## src/hw/buck_pkg.sv

```systemverilog
package buck_pkg;

    // =========================================================
    // clock and switching timing
    // =========================================================
    localparam int CLK_HZ            = 20_000_000;
    localparam int CLK_NS            = 50;
    localparam int SWITCH_HZ         = 275_000;
    // one switching period in logic clocks, rounded down to whole clocks
    localparam int PERIOD_CYC        = CLK_HZ / SWITCH_HZ;
    localparam int DUTY_MAX_PCT      = 82;
    // longest high-side time rounds down, so duty never passes the ceiling
    localparam int MAX_ON_CYC        = PERIOD_CYC * DUTY_MAX_PCT / 100;
    localparam int MIN_PULSE_NS      = 100;
    // shortest pulse rounds up to whole clocks
    localparam int MIN_ON_CYC        = (MIN_PULSE_NS + CLK_NS - 1) / CLK_NS;
    // dead time between one gate falling and the other rising
    localparam int DEAD_NS           = 50;
    localparam int DEAD_CYC          = (DEAD_NS + CLK_NS - 1) / CLK_NS;

    // =========================================================
    // overcurrent protection
    // =========================================================
    localparam int TRIP_LIMIT        = 7;
    localparam int OC_SET_US         = 3000;
    // whole setting procedure, cut into equal ramp steps
    localparam int OC_SET_CYC        = OC_SET_US * (CLK_HZ / 1_000_000);
    localparam int OC_MIN_MV         = 50;
    localparam int OC_MAX_MV         = 450;
    localparam int OC_STEP_MV        = 10;
    localparam int OC_STEPS          = (OC_MAX_MV - OC_MIN_MV) / OC_STEP_MV + 1;
    localparam int OC_STEP_CYC       = OC_SET_CYC / OC_STEPS;
    localparam int OC_CODE_W         = 6;
    localparam logic [OC_CODE_W-1:0] OC_CODE_DEFAULT = 6'h3f;
    localparam int OC_DEFAULT_MV     = 96;

    // =========================================================
    // carriers
    // =========================================================
    // synchronised comparator results
    typedef struct packed {
        logic vcc_ok;       // control supply above lockout threshold
        logic boot_ok;      // bootstrap supply above threshold
        logic comp_enable;  // loop filter node above enable level
        logic comp_disable; // loop filter node below disable level
        logic fb_reached;   // feedback_input at reference level
        logic oc_trip;      // switch_node below trip level
        logic ramp_met;     // stepped ramp reached low_gate_pin
        logic clamp_hit;    // low_gate_pin clamp fired
        logic pwm_cmp;      // loop comparator: end the on-time
    } sense_t;

    typedef enum logic [2:0] {
        ST_LOCKOUT  = 3'b000,
        ST_OC_SET   = 3'b001,
        ST_CHARGE   = 3'b011,
        ST_SWITCH   = 3'b010,
        ST_DISABLED = 3'b110,
        ST_LATCHED  = 3'b111
    } seq_t;

    typedef enum logic [1:0] {
        PH_LOW  = 2'b00,
        PH_DEAD = 2'b01,
        PH_HIGH = 2'b11,
        PH_DHL  = 2'b10
    } phase_t;

endpackage

```

## src/hw/buck_pwm_sequencer_protect.sv

```systemverilog
`timescale 1ns/1ps
module buck_pwm_sequencer_protect
    import buck_pkg::*;
#(
    parameter int OC_SET_CYCLES = OC_SET_CYC,
    parameter int PERIOD_CYCLES = PERIOD_CYC
) (
    // clock and reset
    input  wire logic                 clk,
    input  wire logic                 rst,
    // analog comparator results
    input  wire sense_t               sense_in,
    // gate drivers and switch node
    output logic                      high_gate,
    output logic                      low_gate,
    output logic                      switch_node_float,
    // analog support controls
    output logic                      soft_start_charge,
    output logic                      soft_start_discharge,
    output logic                      error_amp_low_source,
    output logic                      error_amp_regulating,
    output logic                      limit_set_current,
    output logic [OC_CODE_W-1:0]      ramp_step,
    output logic [OC_CODE_W-1:0]      oc_code,
    // status
    output logic                      enabled,
    output logic                      oc_latched
);

    localparam int STEP_CYC = OC_SET_CYCLES / OC_STEPS;
    // longest pulse follows the period actually in use, rounded down
    localparam int MAX_ON   = PERIOD_CYCLES * DUTY_MAX_PCT / 100;
    // one width serves the period, on-time and step counters
    localparam int CNT_W    = $clog2(PERIOD_CYCLES + STEP_CYC + 1);

    // =========================================================
    // parameter checks
    // =========================================================
    if (MAX_ON <= MIN_ON_CYC + 2 * DEAD_CYC) begin : g_bad_period
        $error("switching period too short for pulse limits");
    end
    // the period must leave a forced low interval after the longest pulse and both dead times
    if (MAX_ON + 2 * DEAD_CYC >= PERIOD_CYCLES) begin : g_no_off_time
        $error("no room for the forced off interval");
    end
    // ramp_met arrives two clocks late, so a step needs three clocks
    if (STEP_CYC < 3) begin : g_short_step
        $error("threshold setting time too short");
    end
    if (OC_STEPS >= (1 << OC_CODE_W)) begin : g_narrow_code
        $error("threshold code too narrow");
    end

    // =========================================================
    // state
    // =========================================================
    // whole block state in one register, updated once per clock
    typedef struct packed {
        sense_t                  sync1;
        sense_t                  sync2;
        seq_t                    seq;
        phase_t                  phase;
        logic [CNT_W-1:0]        period_cnt;
        logic [CNT_W-1:0]        on_cnt;
        logic [CNT_W-1:0]        step_cnt;
        logic [2:0]              trips;
        logic                    regulating;
        logic                    hg;
        logic                    lg;
        logic                    flt;
        logic                    ss_chg;
        logic                    ss_dis;
        logic                    low_src;
        logic                    iset;
        logic [OC_CODE_W-1:0]    step;
        logic [OC_CODE_W-1:0]    code;
        logic                    en;
        logic                    latched;
    } state_t;

    state_t st_r;
    state_t st_nxt;

    function automatic logic [CNT_W-1:0] cnt_of(input int v);
        return CNT_W'(v);
    endfunction

    // synchronised view of the comparators, the only one logic reads
    sense_t s;
    logic   period_end;
    logic   on_done;
    logic   sample_pt;

    // =========================================================
    // decode
    // =========================================================
    always_comb begin
        s          = st_r.sync2;
        period_end = (st_r.period_cnt ==
                      cnt_of(PERIOD_CYCLES - 1));
        // on-time ends on the loop comparator once the minimum is served,
        // or at the ceiling regardless of the loop
        on_done    = ((st_r.on_cnt >= cnt_of(MIN_ON_CYC - 1))
                      && s.pwm_cmp)
                   || (st_r.on_cnt >= cnt_of(MAX_ON - 1));
        // last low-side clock before the dead time that precedes high side
        sample_pt  = (st_r.phase == PH_LOW) && period_end;
    end

    // =========================================================
    // next state
    // =========================================================
    always_comb begin
        st_nxt       = st_r;
        // plain two-stage synchroniser, first stage read by nothing else
        st_nxt.sync1 = sense_in;
        st_nxt.sync2 = st_r.sync1;

        // free-running, so the period does not drift across mode changes
        st_nxt.period_cnt = period_end ? '0 : st_r.period_cnt + cnt_of(1);

        case (st_r.seq)
        ST_LOCKOUT: begin
            // everything off, soft-start drained, node floating
            st_nxt.hg      = 1'b0;
            st_nxt.lg      = 1'b0;
            st_nxt.flt     = 1'b1;
            st_nxt.ss_chg  = 1'b0;
            st_nxt.ss_dis  = 1'b1;
            st_nxt.en      = 1'b0;
            st_nxt.latched = 1'b0;
            st_nxt.trips   = '0;
            st_nxt.regulating = 1'b0;
            st_nxt.phase   = PH_LOW;
            if (s.vcc_ok) begin
                st_nxt.seq      = ST_OC_SET;
                st_nxt.iset     = 1'b1;
                // ramp restarts from the lowest step at every power-up
                st_nxt.step     = '0;
                st_nxt.step_cnt = '0;
            end
        end
        ST_OC_SET: begin
            // counts clocks within the current ramp step
            st_nxt.step_cnt = st_r.step_cnt + cnt_of(1);
            if (s.clamp_hit) begin
                // open or oversized set resistor: fall back at once
                st_nxt.code = OC_CODE_DEFAULT;
                st_nxt.iset = 1'b0;
                st_nxt.seq  = ST_CHARGE;
            end else if (st_r.step_cnt == cnt_of(STEP_CYC - 1)) begin
                // compare only late in the step so the ramp has settled
                st_nxt.step_cnt = '0;
                if (s.ramp_met ||
                    st_r.step == OC_CODE_W'(OC_STEPS - 1)) begin
                    st_nxt.code = st_r.step;
                    st_nxt.iset = 1'b0;
                    st_nxt.seq  = ST_CHARGE;
                end else begin
                    st_nxt.step = st_r.step + OC_CODE_W'(1);
                end
            end
        end
        ST_CHARGE: begin
            st_nxt.ss_dis  = 1'b0;
            // source current waits for both supplies, the state does not
            st_nxt.ss_chg  = s.boot_ok && s.vcc_ok;
            st_nxt.low_src = 1'b0;
            if (s.comp_enable) begin
                st_nxt.seq   = ST_SWITCH;
                st_nxt.flt   = 1'b0;
                st_nxt.en    = 1'b1;
                st_nxt.phase = PH_LOW;
                st_nxt.lg    = 1'b1;
            end
        end
        ST_SWITCH: begin
            // regulation mode is sticky until disable or lockout
            st_nxt.regulating = st_r.regulating | s.fb_reached;
            case (st_r.phase)
            PH_LOW: begin
                st_nxt.lg = 1'b1;
                if (period_end) begin
                    st_nxt.lg    = 1'b0;
                    st_nxt.phase = PH_DEAD;
                end
            end
            PH_DEAD: begin
                // high side only after low gate has gone down
                if (!st_r.lg) begin
                    st_nxt.hg     = 1'b1;
                    st_nxt.on_cnt = '0;
                    st_nxt.phase  = PH_HIGH;
                end
            end
            PH_HIGH: begin
                // on_cnt is zero on the first high clock
                st_nxt.on_cnt = st_r.on_cnt + cnt_of(1);
                if (on_done) begin
                    st_nxt.hg    = 1'b0;
                    st_nxt.phase = PH_DHL;
                end
            end
            PH_DHL: begin
                // low side waits one clock after the high gate drops
                if (!st_r.hg) begin
                    st_nxt.lg    = 1'b1;
                    st_nxt.phase = PH_LOW;
                end
            end
            default: st_nxt.phase = PH_LOW;
            endcase
            // one sample per period, on the last low-side clock
            if (sample_pt) begin
                if (s.oc_trip) begin
                    st_nxt.trips = st_r.trips + 3'h1;
                end else begin
                    st_nxt.trips = '0;
                end
            end
            if (sample_pt && s.oc_trip &&
                st_r.trips == 3'(TRIP_LIMIT - 1)) begin
                // also covers soft-start: trips override the ramp-up
                st_nxt.seq     = ST_LATCHED;
                st_nxt.hg      = 1'b0;
                st_nxt.lg      = 1'b0;
                st_nxt.flt     = 1'b1;
                st_nxt.ss_chg  = 1'b0;
                st_nxt.en      = 1'b0;
                st_nxt.latched = 1'b1;
            end else if (s.comp_disable) begin
                st_nxt.seq     = ST_DISABLED;
                st_nxt.hg      = 1'b0;
                st_nxt.lg      = 1'b1;
                st_nxt.en      = 1'b0;
                st_nxt.low_src = 1'b1;
                st_nxt.phase   = PH_LOW;
            end
        end
        ST_DISABLED: begin
            // held low side on; waits for the node to climb past enable
            st_nxt.hg      = 1'b0;
            st_nxt.lg      = 1'b1;
            st_nxt.low_src = 1'b1;
            st_nxt.regulating = 1'b0;
            if (s.comp_enable) begin
                st_nxt.seq     = ST_SWITCH;
                st_nxt.en      = 1'b1;
                st_nxt.low_src = 1'b0;
                st_nxt.phase   = PH_LOW;
                // a fresh enable starts a fresh trip count
                st_nxt.trips   = '0;
            end
        end
        ST_LATCHED: begin
            // only a supply drop releases the latch
            st_nxt.hg = 1'b0;
            st_nxt.lg = 1'b0;
        end
        default: st_nxt.seq = ST_LOCKOUT;
        endcase

        // supply loss wins over every other state
        if (!s.vcc_ok && st_r.seq != ST_LOCKOUT) begin
            st_nxt.seq     = ST_LOCKOUT;
            st_nxt.hg      = 1'b0;
            st_nxt.lg      = 1'b0;
            st_nxt.flt     = 1'b1;
            st_nxt.ss_chg  = 1'b0;
            st_nxt.ss_dis  = 1'b1;
            st_nxt.iset    = 1'b0;
            st_nxt.en      = 1'b0;
            st_nxt.trips   = '0;
            st_nxt.regulating = 1'b0;
        end
        // final guard: never both gates on
        if (st_nxt.hg) begin
            st_nxt.lg = 1'b0;
        end
    end

    // =========================================================
    // register
    // =========================================================
    always_ff @(posedge clk or posedge rst) begin
        if (rst) begin
            st_r         <= '0;
            st_r.seq     <= ST_LOCKOUT;
            st_r.phase   <= PH_LOW;
            st_r.flt     <= 1'b1;
            st_r.ss_dis  <= 1'b1;
            st_r.low_src <= 1'b1;
            st_r.code    <= OC_CODE_DEFAULT;
        end else begin
            st_r <= st_nxt;
        end
    end

    // =========================================================
    // outputs
    // =========================================================
    // every output is a register bit, nothing after the flops
    assign high_gate            = st_r.hg;
    assign low_gate             = st_r.lg;
    assign switch_node_float    = st_r.flt;
    assign soft_start_charge    = st_r.ss_chg;
    assign soft_start_discharge = st_r.ss_dis;
    assign error_amp_low_source = st_r.low_src;
    assign error_amp_regulating = st_r.regulating;
    assign limit_set_current    = st_r.iset;
    assign ramp_step            = st_r.step;
    assign oc_code              = st_r.code;
    assign enabled              = st_r.en;
    assign oc_latched           = st_r.latched;

endmodule

```

## config.mk

```make
export PLATFORM = sky130hd
export DESIGN_NAME = buck_pwm_sequencer_protect
export DESIGN_NICKNAME = d
export VERILOG_FILES = /design/src/hw/buck_pkg.sv /design/src/hw/buck_pwm_sequencer_protect.sv
export SDC_FILE = /design/constraint.sdc
export NUM_CORES = 1
export LEC_CHECK = 0
export BUFFER_PORTS_ARGS = -buffer_cell sky130_fd_sc_hd__buf_2
export CAP_MARGIN = 20
export CORE_ASPECT_RATIO = 1.4
export CORE_MARGIN = 3
export CORE_UTILIZATION = 50
export DETAILED_ROUTE_END_ITERATION = 8
export PLACE_DENSITY = 0.79
export SETUP_SLACK_MARGIN = 0.05
export SLEW_MARGIN = 20
export SYNTH_ARGS = -nofsm -noshare
export SYNTH_HDL_FRONTEND = slang
export SYNTH_SLANG_ARGS = --single-unit
export TNS_END_PERCENT = 100
```

## constraint.sdc

```tcl
create_clock -name clk -period 6.9 [get_ports clk]
set_input_delay 0.69 -clock clk [delete_from_list [all_inputs] [get_ports clk]]
set_output_delay 0.69 -clock clk [all_outputs]
set_load 0.01 [all_outputs]
```

==> results.json <==
{
  "combinational_family_with_the_most_area_after_synthesis": "simple AND/OR/NAND/NOR gates",
  "ys.warnings.count": 0,
  "worst_pin_slew_ns": 1.02,
  "starting_density": 0.526,
  "cts_buffer_depth": 2,
  "floorplan.io_pins": 33,
  "half_perimeter_wire_length_after_detailed_placement_um": 5790,
  "place_inst": 537,
  "yosysUniqueCellTypes": 65,
  "cts_hold_repair.buffers": 0,
  "cts_tree": "done",
  "post_synth_simple_gate_area": 0.202,
  "post_route_cells_drive_above_1_share": 0.166,
  "layout.cells.most_common_list": "sky130_fd_sc_hd__dfrtp_1, sky130_fd_sc_hd__nand2_1, sky130_fd_sc_hd__nor2_1",
  "static-leakage-power_uw": 0.00193,
  "outcome": "finished clean",
  "drt-vias-per-instance": 5.85,
  "dpl_cell_area_um2": 4290,
  "finalSetupViolations": 0,
  "pwr-share-clk": 0.250,
  "worst_ir_drop_vdd_v": 0.000165,
  "finalNonFillerCells": 553,
  "stdcell_area_um2": 4480,
  "max_freq_mhz": 399,
  "final.fill_count": 699,
  "routabilityCongestion": 0.829,
  "placeableCoreArea_um2": 7890,
  "worstPathMaxFanout": 11,
  "hold_wc_startpoint": "st_nxt[63]",
  "synth_seq_area_share": 0.491,
  "num-nets-final": 469,
  "grt_overflow_total": 0,
  "gr-usage-all-layers": 0.186,
  "worst_ep_required_time_ns": 7.14,
  "post_synth.cell_area_avg_um2": 9.61,
  "setup_repair_after_global_routing_missed_its_margin": "false",
  "synth_ff_type": "sky130_fd_sc_hd__dfrtp_1",
  "yosys.area_share.xor_xnor": 0.0338,
  "final_max_slew_viol_count": 0,
  "arrival_time_worst_endpoint_ns": 2.74,
  "fin_crit_sh": 0.363,
  "register_area_um2": 2040,
  "share_of_power_burned_in_registers": 0.481,
  "layout.core_utilization": 0.567,
  "setup-tns-final_ns": 0,
  "r2r_start": "st_r[47]",
  "drtAntennaViolNets": 0,
  "multiInputGateArea_um2": 1890,
  "report.final.hold_viol_count": 0,
  "synth_edf_count": 0,
  "floorplan.die_area_um2": 9450,
  "sw_share": 0.357,
  "row_count": 38,
  "clk_latency_ns": 0.36,
  "synth_fa_ha_area_frac": 0.0350,
  "synth_fp_nets": 453,
  "path_clk_slew_ns": 0.08,
  "cellInternalPower_uw": 815,
  "layout_commonest_cell": "sky130_fd_sc_hd__dfrtp_1",
  "initial_antenna_violation_count": 0,
  "critical_path.startpoint_type": "register",
  "power_per_cell_area_nw_per_um2": 283,
  "numClockSinks": 81,
  "synth_seq_cells": 81,
  "first_drt_iteration_drcs": 311,
  "cts.repair_timing.setup_buffer_count": 0,
  "h-tree-depth": 3,
  "maximum_number_of_pins_on_one_net_before_global_route_repair": 82,
  "hold_path.class": "reg -> reg",
  "synth_cells": 432,
  "final_period_minus_worst_setup_slack_ns": 2.50,
  "mappedNetlistArea_um2": 4150,
  "end_kind": "register",
  "vias": 3233,
  "setup.worst_path.start": "st_r[47]",
  "grt_first_pass_wirelength_um": 14500,
  "post_drt_wl_per_cell_um": 15.0,
  "die_h_um": 114,
  "port_buffers": 32,
  "asyncSetResetFlopFracSynth": 1.00,
  "route.final.wire_length_um": 8290,
  "p_comb_frac": 0.269,
  "drt_drc_violations_left": 0,
  "first_global_vias": 3184,
  "numCtsBuffers": 9,
  "critical_path_class": "reg -> reg",
  "post_cts_resized": 0,
  "max-cap-violations": 0,
  "max_slew_margin": 0.321,
  "timing.clock.skew_ns": 0.0123,
  "layout-area-overhead-vs-synth_pct": 7.90,
  "drt_first_pass_iters": 5,
  "synth-compound-area-share": 0.173,
  "n_antenna_cell": 0,
  "final.hold.worst_slack_ns": 0.352,
  "power.switching_uw": 452,
  "die_width_um": 83,
  "synthMuxAreaShare": 0.0103,
  "ctsRootBufferMaster": "sky130_fd_sc_hd__clkbuf_8"
}
-- worst max-delay path, cell delays in order, from the launching register on --
cell and delay, ns:
sky130_fd_sc_hd__dfrtp_1 0.39, sky130_fd_sc_hd__ha_1 0.21, sky130_fd_sc_hd__or4bb_4 0.58, sky130_fd_sc_hd__nor4_4 0.61
sky130_fd_sc_hd__o21ai_0 0.23, sky130_fd_sc_hd__o21ai_0 0.19, sky130_fd_sc_hd__o311ai_0 0.16
-- kinds of logic after synthesis --
family | Yosys count
flip-flops | 81
XOR/XNOR | 16
AO/OA/AOI/OAI | 107
adder cells (fa/ha/maj) | 12
multiplexers | 4
AND/OR/NAND/NOR | 165
buffers and inverters | 47
-- path summary, 6_finish.rpt --
kind                                     end  slack (ns)  cells after the start
max                        switch_node_float        4.40                      6
min                                     s[0]        0.35                      0
max reg2reg                switch_node_float        4.40                      6
min reg2reg                             s[0]        0.35                      0
max in group asynchronous               s[2]        5.65                      3
min in group asynchronous               s[4]        0.64                      3
-- synth_stat cells (3+ instances only) --
| cell type | number | area [µm²] |
|---|---|---|
| sky130_fd_sc_hd__ha_1 | 10 | 125 |
| sky130_fd_sc_hd__clkbuf_1 | 14 | 52.6 |
| sky130_fd_sc_hd__or3_1 | 4 | 25.0 |
| sky130_fd_sc_hd__o21ai_1 | 3 | 15.0 |
| sky130_fd_sc_hd__or2_2 | 4 | 25.0 |
| sky130_fd_sc_hd__nor2b_1 | 3 | 18.8 |
| sky130_fd_sc_hd__o21ai_0 | 37 | 185 |
| sky130_fd_sc_hd__nor3_1 | 9 | 45.0 |
| sky130_fd_sc_hd__o211ai_1 | 5 | 37.5 |
| sky130_fd_sc_hd__a21o_1 | 4 | 30.0 |
| sky130_fd_sc_hd__dfrtp_1 | 72 | 1800 |
| sky130_fd_sc_hd__nand2_1 | 45 | 169 |
| sky130_fd_sc_hd__nor4_1 | 4 | 25.0 |
| sky130_fd_sc_hd__nor2_1 | 40 | 150 |
| sky130_fd_sc_hd__a21oi_1 | 17 | 85.1 |
| sky130_fd_sc_hd__and3_1 | 5 | 31.3 |
| sky130_fd_sc_hd__o31ai_1 | 9 | 67.6 |
| sky130_fd_sc_hd__nand2b_1 | 6 | 37.5 |
| sky130_fd_sc_hd__dfstp_2 | 9 | 236 |
| sky130_fd_sc_hd__xor2_1 | 7 | 61.3 |
| sky130_fd_sc_hd__nand3_1 | 27 | 135 |
| sky130_fd_sc_hd__buf_4 | 12 | 90.1 |
| sky130_fd_sc_hd__a22o_1 | 6 | 52.6 |
| sky130_fd_sc_hd__inv_1 | 18 | 67.6 |
| sky130_fd_sc_hd__and2_1 | 3 | 18.8 |
| sky130_fd_sc_hd__xnor2_1 | 9 | 78.8 |
-- registers in the layout, indices dropped and copies added (netlist names) --
| name | flops |
|---|---|
| enabled | 1 |
| error_amp_low_source | 1 |
| error_amp_regulating | 1 |
| high_gate | 1 |
| limit_set_current | 1 |
| low_gate | 1 |
| oc_code | 6 |
| oc_latched | 1 |
| ramp_step | 6 |
| s | 9 |
| soft_start_charge | 1 |
| soft_start_discharge | 1 |
| st_nxt | 9 |
| st_r | 41 |
| switch_node_float | 1 |
-- stage by stage --
stage                     total power, µW  worst slack, ns
after floorplan                       878             4.14
after CTS                            1270             4.34
after global routing                 1350             4.20
after detailed placement              954             4.37
final                                1270             4.40
after global placement                940             4.46
-- routing by layer --
metal / up-vias / share of wire / wire length, µm / GRT usage
met5: - / 0 / 0 / 0
met4: 0 / 0.030 / 248 / 0.0916
met3: 21 / 0.043 / 356 / 0.0354
met2: 98 / 0.50 / 4160 / 0.314
met1: 1554 / 0.42 / 3520 / 0.230
li1: 1560 / - / - / -
-- power groups by stage --
stage | combinational, µW | sequential, µW | clock [µW]
finish | 341 | 610 | 316
global placement | 326 | 615 | 0
floorplan | 290 | 589 | 0
CTS | 339 | 610 | 324
detailed placement | 335 | 619 | 0
global route | 391 | 622 | 340
-- layout make-up --
type | count | share of cell area
Clock buffer | 11 | 0.0316
Clock inverter | 5 | 0.00894
Inverter | 19 | 0.0162
Multi-Input combinational cell | 304 | 0.423
Sequential cell | 81 | 0.455
Tap cell | 100 | 0.0279
Timing Repair Buffer | 33 | 0.0374
(Power assumes the default switching activity.)
